[config.mk]
export PLATFORM = sky130hd
export DESIGN_NAME = scgc_ctrl
export DESIGN_NICKNAME = d
export VERILOG_FILES = /design/src/scgc_ctrl.v
export VERILOG_INCLUDE_DIRS = /design/src
export SDC_FILE = /design/constraint.sdc
export NUM_CORES = 1
export LEC_CHECK = 0
export BUFFER_PORTS_ARGS = -buffer_cell sky130_fd_sc_hd__buf_2
export CORE_MARGIN = 2
export CORE_UTILIZATION = 50
export DETAILED_ROUTE_END_ITERATION = 6
export GPL_ROUTABILITY_DRIVEN = 0
export GPL_TIMING_DRIVEN = 0
export PLACE_DENSITY = 0.87
export SLEW_MARGIN = 0
export SYNTH_ARGS = -nofsm -noshare
export SYNTH_HDL_FRONTEND = slang
export SYNTH_SLANG_ARGS = --single-unit
[constraint.sdc]
create_clock -name clk -period 3.1 [get_ports clk]
set_clock_uncertainty 0.1 [all_clocks]
set_input_delay 0.465 -clock clk [delete_from_list [all_inputs] [get_ports clk]]
set_output_delay 0.465 -clock clk [all_outputs]
set_load 0.02 [all_outputs]
[src/scgc_consts.vh]
`ifndef SCGC_CONSTS_VH
`define SCGC_CONSTS_VH
// ==========================================================
// Register byte offsets
`define SCGC_OFS_SLEEP_CTRL 4'h0
`define SCGC_OFS_CLK_STOP 4'h4
`define SCGC_OFS_STATUS 4'h8
// ==========================================================
// Sleep control fields
`define SCGC_ARM_BIT 0
`define SCGC_SEL_LSB 1
`define SCGC_SEL_MSB 3
// ==========================================================
// Peripheral clock stop fields
`define SCGC_STOP_ADC 0
`define SCGC_STOP_USART 1
`define SCGC_STOP_SPI 2
`define SCGC_STOP_TIMER1 3
`define SCGC_STOP_LCD 4
`define SCGC_STOP_WIDTH 5
// ==========================================================
// Status fields
`define SCGC_STAT_STATE_LSB 0
`define SCGC_STAT_MODE_LSB 4
// ==========================================================
// Reset values
`define SCGC_RST_SLEEP_CTRL 4'h0
`define SCGC_RST_CLK_STOP 5'h00
// ==========================================================
// Sleep mode encodings
`define SCGC_MODE_IDLE 3'h0
`define SCGC_MODE_ADCNR 3'h1
`define SCGC_MODE_PDOWN 3'h2
`define SCGC_MODE_PSAVE 3'h3
`define SCGC_MODE_STBY 3'h6
// ==========================================================
// Wake source bit positions
`define SCGC_WK_ADC 0
`define SCGC_WK_LCD 1
`define SCGC_WK_SERIAL 2
`define SCGC_WK_T2 3
`define SCGC_WK_SPM 4
`define SCGC_WK_EXT0 5
`define SCGC_WK_PCHG 6
`define SCGC_WK_IO 7
// ==========================================================
// Wake source masks per mode
`define SCGC_MASK_IDLE 8'hFF
`define SCGC_MASK_ADCNR 8'h7F
`define SCGC_MASK_PDOWN 8'h64
`define SCGC_MASK_PSAVE 8'h6E
`define SCGC_MASK_STBY 8'h64
// ==========================================================
// Timing counts in clock cycles
`define SCGC_HOLD_CYCLES 16'h0004
`define SCGC_STBY_CYCLES 16'h0006
`endif

[src/scgc_ctrl.v]
`timescale 1ns/10ps
`default_nettype none
`include "scgc_consts.vh"
module scgc_ctrl (
  input wire clk,
  input wire reset,
  input wire [3:0] avs_address,
  input wire avs_read,
  input wire avs_write,
  input wire [31:0] avs_writedata,
  input wire [3:0] avs_byteenable,
  output wire [31:0] avs_readdata,
  output wire avs_waitrequest,
  input wire sleep_exec,
  input wire xtal_clock_sel,
  input wire [15:0] startup_cycles,
  input wire adc_enabled,
  input wire ext0_level_mode,
  input wire [1:0] timer2_irq_mask,
  input wire global_irq_en,
  input wire t2_running,
  input wire t2_async,
  input wire lcd_running,
  input wire lcd_async,
  input wire adc_done_irq,
  input wire lcd_irq,
  input wire serial_start_irq,
  input wire t2_ovf_irq,
  input wire t2_cmp_irq,
  input wire spm_ready_irq,
  input wire ext_irq_zero,
  input wire pin_change_irq,
  input wire other_io_irq,
  input wire ext_reset_evt,
  input wire wdt_reset_evt,
  input wire bod_reset_evt,
  output reg cpu_clk_en,
  output reg flash_clk_en,
  output reg io_clk_en,
  output reg adc_clk_en,
  output reg async_clock_en,
  output reg main_osc_en,
  output reg timer_osc_en,
  output reg t2lcd_sync_clk_en,
  output reg lcd_clk_en,
  output reg timer1_clk_en,
  output reg spi_clk_en,
  output reg usart_clk_en,
  output reg adc_periph_clk_en,
  output reg [4:0] periph_reg_block,
  output reg comparator_mux_deny,
  output reg adc_conv_start,
  output reg irq_resume,
  output reg reset_wake
);

  localparam [2:0] ST_RUN = 3'h0;
  localparam [2:0] ST_SLEEP = 3'h1;
  localparam [2:0] ST_START = 3'h2;
  localparam [2:0] ST_HOLD = 3'h3;

  // ==========================================================
  // Helpers
  function [2:0] eff_mode;
    input [2:0] sel;
    input xtal;
    begin
      case (sel)
        `SCGC_MODE_ADCNR: eff_mode = `SCGC_MODE_ADCNR;
        `SCGC_MODE_PDOWN: eff_mode = `SCGC_MODE_PDOWN;
        `SCGC_MODE_PSAVE: eff_mode = `SCGC_MODE_PSAVE;
        `SCGC_MODE_STBY: eff_mode = xtal ? `SCGC_MODE_STBY :
          `SCGC_MODE_IDLE;
        default: eff_mode = `SCGC_MODE_IDLE;
      endcase
    end
  endfunction

  function [7:0] wake_mask;
    input [2:0] mode;
    begin
      case (mode)
        `SCGC_MODE_ADCNR: wake_mask = `SCGC_MASK_ADCNR;
        `SCGC_MODE_PDOWN: wake_mask = `SCGC_MASK_PDOWN;
        `SCGC_MODE_PSAVE: wake_mask = `SCGC_MASK_PSAVE;
        `SCGC_MODE_STBY: wake_mask = `SCGC_MASK_STBY;
        default: wake_mask = `SCGC_MASK_IDLE;
      endcase
    end
  endfunction

  // ==========================================================
  // Wake source synchronisers
  wire [11:0] wk_raw;
  reg [11:0] wk_s1_q;
  reg [11:0] wk_s2_q;
  assign wk_raw = {bod_reset_evt, wdt_reset_evt, ext_reset_evt,
    other_io_irq, pin_change_irq, ext_irq_zero, spm_ready_irq,
    t2_cmp_irq, t2_ovf_irq, serial_start_irq, lcd_irq, adc_done_irq};

  always @(posedge clk or posedge reset) begin
    if (reset) begin
      wk_s1_q <= 12'h000;
      wk_s2_q <= 12'h000;
    end else begin
      wk_s1_q <= wk_raw;
      wk_s2_q <= wk_s1_q;
    end
  end

  // ==========================================================
  // Registers and bus
  reg arm_q;
  reg [2:0] sel_q;
  reg [4:0] stop_q;
  reg [2:0] state_q;
  reg [2:0] state_d;
  reg [2:0] mode_q;
  reg [2:0] mode_d;
  reg [15:0] cnt_q;
  reg [15:0] cnt_d;
  reg acc_q;
  reg [31:0] rdata_q;
  reg [31:0] rdata_d;
  wire req;
  wire take;

  assign req = avs_read | avs_write;
  assign take = req & acc_q;
  assign avs_waitrequest = req & ~acc_q;
  assign avs_readdata = rdata_q;

  always @* begin
    rdata_d = 32'h00000000;
    case (avs_address)
      `SCGC_OFS_SLEEP_CTRL: begin
        rdata_d[`SCGC_ARM_BIT] = arm_q;
        rdata_d[`SCGC_SEL_MSB:`SCGC_SEL_LSB] = sel_q;
      end
      `SCGC_OFS_CLK_STOP: rdata_d[4:0] = stop_q;
      `SCGC_OFS_STATUS: begin
        rdata_d[`SCGC_STAT_STATE_LSB +: 3] = state_q;
        rdata_d[`SCGC_STAT_MODE_LSB +: 3] = mode_q;
      end
      default: rdata_d = 32'h00000000;
    endcase
  end

  always @(posedge clk or posedge reset) begin
    if (reset) begin
      acc_q <= 1'b0;
      rdata_q <= 32'h00000000;
      {sel_q, arm_q} <= `SCGC_RST_SLEEP_CTRL;
      stop_q <= `SCGC_RST_CLK_STOP;
    end else begin
      acc_q <= req & ~acc_q;
      if (avs_read && !acc_q) begin
        rdata_q <= rdata_d;
      end
      if (take && avs_write && avs_byteenable[0]) begin
        if (avs_address == `SCGC_OFS_SLEEP_CTRL) begin
          arm_q <= avs_writedata[`SCGC_ARM_BIT];
          sel_q <= avs_writedata[`SCGC_SEL_MSB:`SCGC_SEL_LSB];
        end
        if (avs_address == `SCGC_OFS_CLK_STOP) begin
          stop_q <= avs_writedata[`SCGC_STOP_WIDTH-1:0];
        end
      end
    end
  end

  // ==========================================================
  // Wake qualification
  wire asy_use;
  wire syn_use;
  wire t2_wake;
  wire ext0_ok;
  wire [7:0] wk_src;
  wire wake_any;
  wire rst_any;

  assign asy_use = (t2_running & t2_async) | (lcd_running & lcd_async);
  assign syn_use = (t2_running & ~t2_async) | (lcd_running & ~lcd_async);
  assign t2_wake = ((wk_s2_q[3] & timer2_irq_mask[0]) |
    (wk_s2_q[4] & timer2_irq_mask[1])) & global_irq_en;
  assign ext0_ok = wk_s2_q[6] &
    (ext0_level_mode | (mode_q == `SCGC_MODE_IDLE));
  assign wk_src = {wk_s2_q[8], wk_s2_q[7], ext0_ok, wk_s2_q[5],
    t2_wake, wk_s2_q[2], wk_s2_q[1], wk_s2_q[0]};
  assign wake_any = |(wk_src & wake_mask(mode_q));
  assign rst_any = |wk_s2_q[11:9];

  // ==========================================================
  // Sleep sequencer
  reg conv_d;
  reg resume_d;
  reg rwake_d;
  reg [2:0] entry_mode;

  always @* begin
    state_d = state_q;
    mode_d = mode_q;
    cnt_d = cnt_q;
    conv_d = 1'b0;
    resume_d = 1'b0;
    rwake_d = 1'b0;
    entry_mode = eff_mode(sel_q, xtal_clock_sel);
    case (state_q)
      ST_RUN: begin
        if (sleep_exec && arm_q) begin
          state_d = ST_SLEEP;
          mode_d = entry_mode;
          conv_d = adc_enabled & ~stop_q[`SCGC_STOP_ADC] &
            ((entry_mode == `SCGC_MODE_ADCNR) |
            (entry_mode == `SCGC_MODE_IDLE));
        end
      end
      ST_SLEEP: begin
        if (rst_any) begin
          state_d = ST_RUN;
          rwake_d = 1'b1;
        end else if (wake_any) begin
          case (mode_q)
            `SCGC_MODE_PDOWN, `SCGC_MODE_PSAVE: begin
              state_d = ST_START;
              cnt_d = startup_cycles;
            end
            `SCGC_MODE_STBY: begin
              state_d = ST_START;
              cnt_d = `SCGC_STBY_CYCLES;
            end
            default: begin
              state_d = ST_HOLD;
              cnt_d = `SCGC_HOLD_CYCLES;
            end
          endcase
        end
      end
      ST_START: begin
        if (rst_any) begin
          state_d = ST_RUN;
          rwake_d = 1'b1;
        end else if (cnt_q <= 16'h0001) begin
          state_d = ST_HOLD;
          cnt_d = `SCGC_HOLD_CYCLES;
        end else begin
          cnt_d = cnt_q - 16'h0001;
        end
      end
      ST_HOLD: begin
        if (rst_any) begin
          state_d = ST_RUN;
          rwake_d = 1'b1;
        end else if (cnt_q <= 16'h0001) begin
          state_d = ST_RUN;
          resume_d = 1'b1;
        end else begin
          cnt_d = cnt_q - 16'h0001;
        end
      end
      default: state_d = ST_RUN;
    endcase
  end

  // ==========================================================
  // Clock gating
  reg run_d;
  reg slp_d;
  reg hold_d;
  reg idle_d;
  reg adcnr_d;
  reg pd_d;
  reg ps_d;
  reg stby_d;
  reg io_d;
  reg sync_d;

  always @* begin
    run_d = (state_d == ST_RUN);
    slp_d = (state_d == ST_SLEEP);
    hold_d = (state_d == ST_HOLD);
    idle_d = (mode_d == `SCGC_MODE_IDLE);
    adcnr_d = (mode_d == `SCGC_MODE_ADCNR);
    pd_d = (mode_d == `SCGC_MODE_PDOWN);
    ps_d = (mode_d == `SCGC_MODE_PSAVE);
    stby_d = (mode_d == `SCGC_MODE_STBY);
    io_d = run_d | hold_d | (slp_d & idle_d);
    sync_d = io_d | (~run_d & ~hold_d & ps_d & syn_use);
  end

  always @(posedge clk or posedge reset) begin
    if (reset) begin
      state_q <= ST_RUN;
      mode_q <= `SCGC_MODE_IDLE;
      cnt_q <= 16'h0000;
      cpu_clk_en <= 1'b1;
      flash_clk_en <= 1'b1;
      io_clk_en <= 1'b1;
      adc_clk_en <= 1'b1;
      async_clock_en <= 1'b1;
      main_osc_en <= 1'b1;
      timer_osc_en <= 1'b0;
      t2lcd_sync_clk_en <= 1'b1;
      lcd_clk_en <= 1'b1;
      timer1_clk_en <= 1'b1;
      spi_clk_en <= 1'b1;
      usart_clk_en <= 1'b1;
      adc_periph_clk_en <= 1'b1;
      periph_reg_block <= 5'h00;
      comparator_mux_deny <= 1'b0;
      adc_conv_start <= 1'b0;
      irq_resume <= 1'b0;
      reset_wake <= 1'b0;
    end else begin
      state_q <= state_d;
      mode_q <= mode_d;
      cnt_q <= cnt_d;
      cpu_clk_en <= run_d;
      flash_clk_en <= run_d;
      io_clk_en <= io_d;
      adc_clk_en <= io_d | (slp_d & adcnr_d);
      async_clock_en <= io_d | (slp_d & adcnr_d) | (~run_d & ps_d);
      main_osc_en <= ~(slp_d & (pd_d | (ps_d & ~syn_use)));
      timer_osc_en <= asy_use & ~(~run_d & (pd_d | stby_d));
      t2lcd_sync_clk_en <= sync_d;
      lcd_clk_en <= sync_d & ~stop_q[`SCGC_STOP_LCD];
      timer1_clk_en <= io_d & ~stop_q[`SCGC_STOP_TIMER1];
      spi_clk_en <= io_d & ~stop_q[`SCGC_STOP_SPI];
      usart_clk_en <= io_d & ~stop_q[`SCGC_STOP_USART];
      adc_periph_clk_en <= (io_d | (slp_d & adcnr_d)) &
        ~stop_q[`SCGC_STOP_ADC];
      periph_reg_block <= stop_q;
      comparator_mux_deny <= stop_q[`SCGC_STOP_ADC];
      adc_conv_start <= conv_d;
      irq_resume <= resume_d;
      reset_wake <= rwake_d;
    end
  end

endmodule // scgc_ctrl
`default_nettype wire

Yosys cells after proc, flatten, opt, wreduce, memory -nomap -nowiden:

Index checks and enable logic that the tools add are counted.

* flip-flop bits (word level): 84

* add/subtract/negate cells: 1
* $lt $le $gt $ge: 1
* equal/unequal tests: 25
* muxes and demuxes: 33
* bitwise gates (word level): 54
* reduce and logical (&&, ||, !) cells: 21

Operators by type and width (count)
* 2-to-1 mux 16 bit: 6
* one-hot mux 16 bit (3 select lines): 1
* one-hot mux 16 bit (2 select lines): 1
* 2-to-1 mux 3 bit: 10
* AND 1 bit: 27
* == test 3 x 2 -> 1 bit, second input constant: 9
* one-hot mux 3 bit (4 select lines): 2
* one-hot mux 8 bit (3 select lines): 1
* == test 3 x 1 -> 1 bit, second input constant: 6
* less-or-equal comparator 16 x 1 -> 1 bit, second input constant: 1
* subtractor 16 x 1 -> 16 bit, second input constant: 1
* zero test 3 bit: 5
* NOT 1 bit: 13
* bitwise OR 1 bit: 13
* inequality test 2 bit, second input constant: 5
* == test 3 bit, second input constant: 3
* one-hot mux 3 bit (3 select lines): 1
* OR reduction 3 bit: 3
* AND 8 bit: 1
* 2-to-1 mux 1 bit: 8
* OR reduction 8 bit: 1
* AND reduction 6 bit: 1
* == test 4 x 3 -> 1 bit, second input constant: 1
* == test 4 bit, second input constant: 1
* 8 further kinds: 14

Depth between registers and ports, before layout:

Gate-level depths: netlist of the first run.

* depth in word-level cells: 15
* depth in mapped cells: 11

Worst setup path after synthesis of the first run:

No wires, ideal clock.

* path type: register to register
* start point: register cnt_q[0]
* end point: register cnt_q[14]
* setup time: 83 ps
* data arrival time: 1927 ps
* data required time: 2917 ps
* slack: 990 ps
* cell stages (with the launch flop): 10
* path buffers: 1
* period minus slack after synthesis: 2110 ps
* cells stage by stage: dfrtp_1 -> inv_1 -> ha_1 -> clkbuf_8 -> o2111ai_1 -> nor2_1 -> a21oi_1 -> and3_1 -> a22oi_1 -> o21ai_0

* longest elaborated chain between the ends: 4
* elaborated cells between the ends (all ways): 9
* those cells by class: add/sub (1); order compare (1); eq/ne (1); mux (5); reduce/logical (1)

Ends and longest elaborated chain
* start, declared: line scgc_ctrl.v:120 `reg [15:0] cnt_q;`
* start signal, assigned: line scgc_ctrl.v:317 `cnt_q <= cnt_d;`
* subtractor 16 x 1 -> 16 bit / less-or-equal comparator 16 x 1 -> 1 bit (equally long branches)
* 2-to-1 mux 16 bit (on tied branches): line scgc_ctrl.v:254, scgc_ctrl.v:243
* 2-to-1 mux 16 bit (on tied branches): line scgc_ctrl.v:251, scgc_ctrl.v:240
* one-hot mux 16 bit (3 select lines): line scgc_ctrl.v:208 `case (state_q)`

Several ways; a longest one is shown, not always the timed one. The select of a mux whose other input is x is not followed.
A chain may end at the register's enable or synchronous reset.

Worst setup path in the final report of the first run:

Same ends and word-level chain as after synthesis.

==> results.md, run 1 <==
- Syn Area/Cell: approximately 11 um^2
- Worst hold slack: 0.0201 ns
- Top-area cell type share of the netlist area: 0.472
- Max Cap Viol: 0
- Post-CTS setup buffers: 0
- CP Class: reg2reg
- Num CTS Buffers: 9
- Post-Synthesis Cells: about 350
- Top-count cell post-synth: dfrtp_1
- Post-synth EDFFs: 0
- Die height: 91.4 um
- Switching pwr: 648 uW
- Switching part of the total power: 0.270
- Clock Tree Buf Depth: 2
- Synthesis Warnings: 0
- Gr usage total: 0.194
- Clock Latency Late Sink: roughly 0.37 ns
- Initial drt markers: approximately 250
- Post_cts resized: 0
- Power, Total: 2400 uW
- CP Cell Sequence: inv_1, ha_1, clkbuf_8, o2111ai_1, nor2_1, a21oi_1, and3_1, a22oi_1, o21ai_0
- Post-synthesis sequential area ratio: 0.548
- Slowest cell on crit path: a21oi_1
- CTS root buf: clkbuf_8
- Post-Syn Area: 0.00382 mm^2
- Post-DP HPWL: approximately 6 mm
- Clock sink count: 83
- Worst path required time: 3.28 ns
- Final slew viol count: 0
- CTS clk-pin slew, worst paths: about 0.09 ns
- Min Tclk post-route: 2.61 ns
- Period utilization: 0.842
- Post-synth top area cell: dfrtp_1
- Vias in the first global route: roughly 2700
- Max Clock Freq: roughly 380 MHz
- Synth cell count leaders: dfrtp_1 (72), o21ai_0 (34), nor2_1 (29)
- Die width: 91.4 um
- Layout Nets: roughly 560
- Initial Util: 0.521
- Worst Setup SP: cnt_q[0]$_DFFE_PP0P_
- Cell Int Power: 1750 uW
- Length in cells of the worst reg-to-reg path: 9
- ANT cells: 0
- Setup-failing EPs final: 0
- Drt wl/cell: 13.8 um
- Reg2Reg Capture Point: cnt_q[14]$_DFFE_PP0P_
- Max rail drop VDD: 0.000276 V
- Ys async rst share: 1.00
- Area grow syn2layout: 23.0%
- Fraction of layout cells with a size suffix above 1: 0.361
- Worst Tran Pin Value: 0.722 ns
- Crit end category: flip-flop
- #FFs+latches synth: 83
- Worst path bufs/invs: 2
- Leading cell types by total area after synthesis: dfrtp_1 (47%), dfstp_2 (7.6%), buf_4 (5.3%)
- Final wirelength: 7.96 mm
- # IOs: 138
- Drt drc: 0
- Lkg Pwr: 0.00221 uW
- Global route overflow: 0
- Outcome: completed
- First-pass GRT wire length: ~13 mm
- Combinational cell fraction of total power: 0.131
- CP Max Fanout: 8
- Routed vias: 2991
- Die area: 0.00835 mm^2
- Reg2reg start: cnt_q[0]$_DFFE_PP0P_
- ANT nets after route: 0
- Top FF cell, synth: dfrtp_1
- Sequential Power Share: 0.498
- RSZ-0062 raised after global routing: no
- CTS H-tree depth: 3
- PortBufs: between 80 and 90
- Hold crit path type: in2async
- DR pass1 iterations: 5
- Distinct cell type count after synthesis: 58
- Final Hold Violating Endpoints: 0
- Crit path arrival time: around 2.8 ns
- Slew headroom: 0.519
- Pin count of the biggest net entering global routing: 48
- Initial antenna violation count: 0
- Top delay family on crit path: compound AO/OA/AOI/OAI gates
- R2r setup slk: 0.49 ns
- Crit-path max cell delay: 0.60 ns
- # hold bufs at CTS: 0
- PwrDens: 511 mW/mm^2
- Clock power share: 0.371
- TritonCTS clock tree: built
- Worst Setup Start Kind: flip-flop
- Core area: 0.00733 mm^2
- Rows: 31
- Vias per std cell: just over 5
==> how the worst max path moves through the flow <==
stage	slack, ns	depth (start not counted)	endpoint
5_1_grt	0.24	9	cnt_q[14]$_DFFE_PP0P_
2_1_floorplan	0.42	1	acc_q$_DFF_PP0_
4_1_cts	0.52	9	cnt_q[14]$_DFFE_PP0P_
3_5_place_dp	0.53	9	cnt_q[12]$_DFFE_PP0P_
3_3_place_gp	-0.36	2	timer_osc_en$_DFF_PP0_
6_report	0.49	9	cnt_q[14]$_DFFE_PP0P_
==> routing by layer <==
metal,share of wire,wire length [um],global-route usage
met1,0.42,3310,0.250
met2,0.49,3880,0.309
met5,0,0,0
met3,0.063,505,0.0340
met4,0.032,254,0.114
==> cells in the final DEF, fill, tap and decap left out, types with 12 or more instances in the layout <==
cell type	count
a21oi_1	12
conb_1	26
o21ai_0	34
inv_1	13
nor2_1	29
buf_2	85
buf_4	27
dfrtp_1	72
nand2_1	27
==> area by class of cell <==
class / count / area (um^2)
fillers: 568 / 2640
inverters: 14 / 55.1
clock inverters: 7 / 106
plain buffers: 39 / 287
well taps: 99 / 124
repair buffers: 82 / 425
flip-flops and latches: 83 / 2090
multi-input cells: 243 / 1480
clock buffers: 9 / 124
==> per-stage QoR <==
stage	TNS (ns)	instance area, um^2	setup WS, ns	util	std cells
2_1_floorplan	0	3910	0.416	-	379
3_3_place_gp	-25.56	4440	-0.358	0.606	559
3_5_place_dp	0	4460	0.525	0.609	560
4_1_cts	0	4690	0.517	0.640	576
5_1_grt	0	4690	0.244	0.640	576
6_report	0	4690	0.491	0.640	576
==> cell families after synthesis <==
logic type | Yosys count | synth area share
AO/OA/AOI/OAI | 92 | 0.160
multiplexers | 13 | 0.0367
other | 1 | 0.000983
XOR/XNOR | 2 | 0.00459
adder cells (fa/ha/maj) | 2 | 0.00656
flip-flops | 83 | 0.548
buffers and inverters | 53 | 0.0888
AND/OR/NAND/NOR | 108 | 0.155
==> power by group through the flow <==
stage | clock network, uW | registers (uW) | logic (uW)
3_5_place_dp | 0 | 1220 | 313
5_1_grt | 951 | 1200 | 344
2_1_floorplan | 0 | 1240 | 183
6_report | 890 | 1200 | 313
3_3_place_gp | 0 | 1210 | 300
4_1_cts | 901 | 1190 | 314
==> worst reg2reg max path, cell delays in order (launching register included) <==
cell and delay (ns):
dfrtp_1 0.41, inv_1 0.08, ha_1 0.21, clkbuf_8 0.16, o2111ai_1 0.27, nor2_1 0.11, a21oi_1 0.60, and3_1 0.33
a22oi_1 0.08, o21ai_0 0.18
==> state kept, by name, summed over array words and instances (netlist names), 3 cells and up <==
name              cells
eff_mode.sel          3
periph_reg_block      5
state_q               3
wk_s2_q              12
wk_s1_q              12
mode_q                3
stop_q                5
avs_readdata          7
cnt_q                16
(Power assumes the default switching activity.)
==> run 2, diff against run 1 <==
- ABC_AREA: not set -> 1
- clock period: 3.1 -> 2.7 ns (I/O delays scaled with it)
==> results.md, run 2 <==
- Outcome: completed (unchanged)
- Die width: 92.5 um (was 91.4 um)
- Post-synthesis sequential area ratio: 0.534 (was 0.548)
- Crit end category: flip-flop (unchanged)
- CTS H-tree depth: 3 (unchanged)
- Synth cell count leaders: nand2_1 (111), dfrtp_1 (72), inv_1 (49) (was dfrtp_1 (72), o21ai_0 (34), nor2_1 (29))
- Switching pwr: 949 uW (was 648 uW)
- Core area: 0.00765 mm^2 (was 0.00733 mm^2)
- Rows: 32 (was 31)
- Sequential Power Share: 0.477 (was 0.498)
- Most common cell after layout, fill and taps aside: nand2_1 (was buf_2)
- CP Class: reg2reg (unchanged)
- DR pass1 iterations: 5 (unchanged)
- Pin count of the biggest net entering global routing: 58 (was 48)
- PwrDens: 629 mW/mm^2 (was 511 mW/mm^2)
- Top-count cell post-synth: nand2_1 (was dfrtp_1)
- Final core occ: 0.627 (was 0.640)
- #FFs+latches synth: 83 (unchanged)
- CP Max Fanout: 10 (was 8)
- Area occupied by multi-input gates: 0.00148 mm^2 (about the same)
- Clock Tree Buf Depth: 2 (unchanged)
- Leading cell types by total area after synthesis: dfrtp_1 (46%), nand2_1 (11%), dfstp_2 (7.4%) (was dfrtp_1 (47%), dfstp_2 (7.6%), buf_4 (5.3%))
- Distinct cell type count after synthesis: 40 (was 58)
- # IOs: 138 (unchanged)
- Clock power share: 0.307 (was 0.371)
- Synthesis Warnings: 0 (unchanged)
- Worst Tran Pin Value: 0.598 ns (was 0.722 ns)
- Initial antenna violation count: 0 (unchanged)
- Routed vias: 3274 (was 2991)
- First-pass GRT wire length: 13.9 mm (was 12.8 mm)
- CTS clk-pin slew, worst paths: 0.08 ns (was 0.09 ns)
- Clock Latency Late Sink: 0.35 ns (was 0.37 ns)
- Final wirelength: 8.36 mm (was 7.96 mm)
- Fraction of layout cells with a size suffix above 1: 0.312 (was 0.361)
- PortBufs: 82 (was 81)
- RSZ-0062 raised after global routing: no (unchanged)
- Clock sink count: 83 (unchanged)
- Post-synth top area cell: dfrtp_1 (unchanged)
- Ys async rst share: 1.00 (unchanged)
- ANT nets after route: 0 (unchanged)
- Global route overflow: 0 (unchanged)
- Max reg flops: 16 (unchanged)
- Number of fill cells: 631 (was 568)
- Final Hold Violating Endpoints: 0 (unchanged)
- Switching part of the total power: 0.315 (was 0.270)
- Vias in the first global route: 3143 (was 2728)
- Max rail drop VDD: 0.000314 V (was 0.000276 V)
- Area grow syn2layout: 22.5% (was 23.0%)
- Top FF cell, synth: dfrtp_1 (unchanged)
- ANT cells: 0 (unchanged)
- Post-Synthesis Cells: 443 (was 354)
- Post-DP HPWL: 6.14 mm (was 5.90 mm)
- Lkg Pwr: 0.00257 uW (was 0.00221 uW)
- Hold crit path type: in2reg (was in2async)
- Crit-path max cell delay: 0.40 ns (was 0.60 ns)
- Num CTS Buffers: 9 (unchanged)
- Vias per std cell: 4.89 (was 5.19)
- TritonCTS clock tree: built (unchanged)
- Worst path required time: 2.88 ns (was 3.28 ns)
- Combinational cell fraction of total power: 0.216 (was 0.131)
- Worst hold slack: 0.0575 ns (was 0.0201 ns)
- Top-area cell type share of the netlist area: 0.460 (was 0.472)
- Syn Area/Cell: 8.84 um^2 (was 10.8 um^2)
- Most frequent cells in the layout: nand2_1 (111), buf_2 (84), dfrtp_1 (72) (was buf_2 (85), dfrtp_1 (72), o21ai_0 (34))
- Initial drt markers: 251 (was 252)
- Slowest cell on crit path: dfrtp_1 (was a21oi_1)
- Max Cap Viol: 0 (unchanged)
- Max Clock Freq: 460 MHz (was 383 MHz)
- Drt drc: 0 (unchanged)
- Crit-path most repeated cell: nand2_1
- Die area: 0.00856 mm^2 (was 0.00835 mm^2)
- Post-Syn Area: 0.00392 mm^2 (was 0.00382 mm^2)
- Cell Int Power: 2070 uW (was 1750 uW)
- Top flop regs: cnt_q (16), wk_s1_q (12), wk_s2_q (12) (unchanged)
- Worst Setup Start Kind: flip-flop (unchanged)
- Largest Register: cnt_q (unchanged)
- Crit path arrival time: 2.35 ns (was 2.79 ns)
- CP Cell Sequence: inv_1, ha_1, inv_1, nand2_1, nand2_1, nor2_4, nand2_4, nand2_1, a21oi_2, nand2_4, inv_2, buf_4, nand2_1, o21ai_1 (was inv_1, ha_1, clkbuf_8, o2111ai_1, nor2_1, a21oi_1, and3_1, a22oi_1, o21ai_0)
- Setup-failing EPs final: 0 (unchanged)
- DP Area: 0.00458 mm^2 (was 0.00446 mm^2)
- Final instance area: 0.00480 mm^2 (was 0.00469 mm^2)
- Die height: 92.5 um (was 91.4 um)
- Gr usage total: 0.206 (was 0.194)
- Period utilization: 0.805 (was 0.842)
- Post-synth EDFFs: 0 (unchanged)
- Slew headroom: 0.598 (was 0.519)
- Initial Util: 0.512 (was 0.521)
- Layout Nets: 648 (was 557)
- Power, Total: 3020 uW (was 2400 uW)
- Reg area: 0.00209 mm^2 (unchanged)
- Drt wl/cell: 12.5 um (was 13.8 um)
- Final slew viol count: 0 (unchanged)
- Min Tclk post-route: 2.17 ns (was 2.61 ns)
- CTS root buf: clkbuf_8 (unchanged)
run 2: cell count changes after synthesis, sizes merged, moves of 7 or more:
cell / before / now
nor2: 30 / 55
o21ai: 41 / 30
mux2: 8 / 0
nand2: 27 / 121
a22o: 7 / 0
nor3: 14 / 5
nand3: 6 / 20
nand2b: 7 / 0
inv: 14 / 51
run 2: kinds of logic (layout without fill, tap and decap cells):
kind of cell | count (synthesis) | count (layout) | share of synthesized area
compound gates | 57 | 57 | 0.0840
xor+xnor | 7 | 7 | 0.0157
fa+ha+maj | 2 | 2 | 0.00639
buf+inv | 84 | 184 | 0.111
flops | 83 | 83 | 0.534
other cells | 1 | 26 | 0.000957
simple gates | 209 | 209 | 0.248
run 2: stage by stage:
stage	setup WS (ns)	setup TNS (ns)	cells
3_5_place_dp	0.615	0	653
2_1_floorplan	0.0764	0	468
6_report	0.527	0	670
4_1_cts	0.542	0	670
3_3_place_gp	-0.737	-52.84	652
5_1_grt	0.419	0	670
run 2: power groups by stage:
stage	clock network, uW	logic, uW	registers, uW
2_1_floorplan	0	421	1490
3_3_place_gp	0	618	1460
3_5_place_dp	0	643	1460
4_1_cts	942	652	1440
5_1_grt	987	734	1450
6_report	927	650	1440
run 2: final cells by class:
type                    count  area share
repair buffers             84      0.0934
inverters                  52      0.0417
clock inverters             5      0.0120
multi-input cells         301       0.309
well taps                 102      0.0266
clock buffers              11      0.0316
plain buffers              32      0.0498
flip-flops and latches     83       0.436
run 2: critical path: cells and delay by family, from the launching register on:
kind | cells | cell delay (ns)
buf+inv | 4 | 0.54
simple gates | 7 | 0.53
flops | 1 | 0.40
compound gates | 2 | 0.26
fa+ha+maj | 1 | 0.25
run 2: routing by layer:
metal	track usage	routed length (um)	up-vias
li1	-	-	1586
met1	0.256	3430	1533
met3	0.0309	485	29
met4	0.0995	279	0
met2	0.351	4170	126
met5	0	0	-
run 2: worst paths after layout:
check | from | endpoint | slack (ns) | cells past startpoint
worst min-delay path | serial_start_irq | wk_s1_q[2]$_DFF_PP0_ | 0.06 | 1
worst max register to register | cnt_q[0]$_DFFE_PP0P_ | cnt_q[0]$_DFFE_PP0P_ | 0.53 | 14
worst min register to register | wk_s1_q[2]$_DFF_PP0_ | wk_s2_q[2]$_DFF_PP0_ | 0.25 | 0
min in group asynchronous | reset | acc_q$_DFF_PP0_ | 0.47 | 3
worst max-delay path | cnt_q[0]$_DFFE_PP0P_ | cnt_q[0]$_DFFE_PP0P_ | 0.53 | 14
max in group asynchronous | reset | wk_s2_q[9]$_DFF_PP0_ | 1.46 | 4
run 2: repair_timing:
action	4_1_cts	5_1_grt
gates resized for setup	0	0
setup buffers	0	0
hold buffers	1	0
hold endpoints to repair	15	0
==> run 3, diff against run 2 <==
- clock period: 2.7 -> 2.2 ns (I/O delays scaled with it)
==> results.md, run 3 (synthesis results as in run 2) <==
- Top flop regs: cnt_q (16), wk_s1_q (12), wk_s2_q (12) (unchanged)
- Drt drc: 0 (unchanged)
- Max reg flops: 16 (unchanged)
- Area grow syn2layout: 27.6% (was 22.5%)
- CTS root buf: clkbuf_8 (unchanged)
- PwrDens: 792 mW/mm^2 (was 629 mW/mm^2)
- Max Cap Viol: 0 (unchanged)
- Drt wl/cell: 12.3 um (was 12.5 um)
- Vias per std cell: 4.83 (was 4.89)
- Crit path arrival time: 2.25 ns (was 2.35 ns)
- Slew headroom: 0.642 (was 0.598)
- Vias in the first global route: 3232 (was 3143)
- ANT nets after route: 0 (unchanged)
- CTS H-tree depth: 3 (unchanged)
- Most frequent cells in the layout: nand2_1 (111), buf_2 (83), dfrtp_1 (72) (was nand2_1 (111), buf_2 (84), dfrtp_1 (72))
- CP Class: reg2reg (unchanged)
- Max rail drop VDD: 0.000472 V (was 0.000314 V)
- Pin count of the biggest net entering global routing: 40 (was 58)
- Global route overflow: 0 (unchanged)
- Final slew viol count: 0 (unchanged)
- RSZ-0062 raised after global routing: no (unchanged)
- ANT cells: 0 (unchanged)
- Num CTS Buffers: 9 (unchanged)
- Final Hold Violating Endpoints: 0 (unchanged)
- PortBufs: 82 (unchanged)
- Initial drt markers: 189 (was 251)
- Sequential Power Share: 0.446 (was 0.477)
- Worst Setup Start Kind: flip-flop (unchanged)
- Combinational cell fraction of total power: 0.207 (was 0.216)
- Fraction of layout cells with a size suffix above 1: 0.308 (was 0.312)
- Final wirelength: 8.42 mm (was 8.36 mm)
- Initial Util: 0.512 (unchanged)
- Max Clock Freq: 486 MHz (was 460 MHz)
- Switching part of the total power: 0.296 (was 0.315)
- # IOs: 138 (unchanged)
- Clock Latency Late Sink: 0.36 ns (was 0.35 ns)
- Worst hold slack: 0.109 ns (was 0.0575 ns)
- Die area: 0.00856 mm^2 (unchanged)
- CP Max Fanout: 5 (was 10)
- Final WS setup: 0.140 ns (was 0.527 ns)
- Die height: 92.5 um (unchanged)
- Place WS: 0.138 ns (was 0.615 ns)
- Switching pwr: 1170 uW (was 949 uW)
- Rows: 32 (unchanged)
- Power, Total: 3960 uW (was 3020 uW)
- Setup TNS: 0 ns (unchanged)
- Clock Tree Buf Depth: 2 (unchanged)
- Setup-failing EPs final: 0 (unchanged)
- Final non-filler cell total: 683 (was 670)
- First-pass GRT wire length: 14.0 mm (was 13.9 mm)
- Hold crit path type: in2reg (unchanged)
- Outcome: completed (unchanged)
- TritonCTS clock tree: built (unchanged)
- Die width: 92.5 um (unchanged)
- Post-DP HPWL: 6.11 mm (was 6.14 mm)
- Core area: 0.00765 mm^2 (unchanged)
- Lkg Pwr: 0.00264 uW (was 0.00257 uW)
- Clock sink count: 83 (unchanged)
- Min Tclk post-route: 2.06 ns (was 2.17 ns)
- Most common cell after layout, fill and taps aside: nand2_1 (unchanged)
- Gr usage total: 0.209 (was 0.206)
- Crit end category: flip-flop (unchanged)
- CTS clk-pin slew, worst paths: 0.08 ns (about the same)
- Clock power share: 0.347 (was 0.307)
- Layout Nets: 661 (was 648)
- Largest Register: cnt_q (unchanged)
- DR pass1 iterations: 5 (unchanged)
- Placed instance count: 654 (was 653)
- Routed vias: 3300 (was 3274)
- Cell Int Power: 2790 uW (was 2070 uW)
- Worst path required time: 2.39 ns (was 2.88 ns)
- Initial antenna violation count: 0 (unchanged)
- Period utilization: 0.936 (was 0.805)
- Worst Tran Pin Value: 0.533 ns (was 0.598 ns)
## run 3: cell count changes in the layout (fill, tap and decap cells not counted), moves of 2 or more
cell / change
bufinv_16: +2
buf_12: +2
clkinv_2: -2
dlygate4sd3_1: +12
## run 3: repair_timing
item                                    4_1_cts  5_1_grt
setup buffers                                 0        0
hold buffers                                 13        0
hold endpoints to repair                     23        0
gates resized for setup                       0        4
endpoints found under the setup margin        0        9
## run 3: final timing paths
path,cells after the start,slack (ns),end,startpoint
min in group asynchronous,3,0.40,cnt_q[8]$_DFFE_PP0P_,reset
min reg2reg,0,0.25,wk_s2_q[1]$_DFF_PP0_,wk_s1_q[1]$_DFF_PP0_
max,15,0.14,async_clock_en$_DFF_PP1_,cnt_q[0]$_DFFE_PP0P_
max in group asynchronous,5,0.88,avs_readdata[5]$_DFFE_PP0P_,reset
min,3,0.11,adc_conv_start$_DFF_PP0_,adc_enabled
max reg2reg,15,0.14,async_clock_en$_DFF_PP1_,cnt_q[0]$_DFFE_PP0P_
## run 3: per-stage QoR
step | area, um^2 | utilization
global placement | 4550 | 0.595
finish | 5000 | 0.653
global route | 5000 | 0.653
floorplan | 4020 | -
CTS | 4980 | 0.652
detailed placement | 4590 | 0.601
## run 3: worst max-delay path, stage by stage, from the launching register on
cell and delay (ns):
dfrtp_1 0.40, inv_1 0.13, ha_2 0.22, inv_1 0.06, nand2_1 0.06, nand2_1 0.08
nor2_4 0.13, nand2_4 0.08, nand2_2 0.07, nand2_2 0.06, nor2_4 0.16, nand2_2 0.12
nand2_4 0.12, nand2_4 0.06, inv_4 0.08, nand3_2 0.06
## run 3: layout make-up
| class | instances | area (um^2) |
|---|---|---|
| fillers | 604 | 2650 |
| inverters | 52 | 204 |
| repair buffers | 97 | 581 |
| flip-flops and latches | 83 | 2090 |
| plain buffers | 32 | 241 |
| well taps | 102 | 128 |
| clock buffers | 11 | 151 |
| multi-input cells | 301 | 1490 |
| clock inverters | 5 | 108 |
## run 3: metal layers
metal	vias to the layer above	share of wire	GRT usage
met5	-	0	0
met4	0	0.028	0.111
met3	23	0.058	0.0431
met2	121	0.50	0.353
met1	1543	0.42	0.252
li1	1613	-	-
## run 3: power groups by stage
stage / Sequential, uW / Clock, uW / Combinational (uW)
finish: 1770 / 1370 / 819
floorplan: 1830 / 0 / 518
CTS: 1760 / 1390 / 817
detailed placement: 1790 / 0 / 791
global route: 1780 / 1450 / 923
global placement: 1790 / 0 / 761
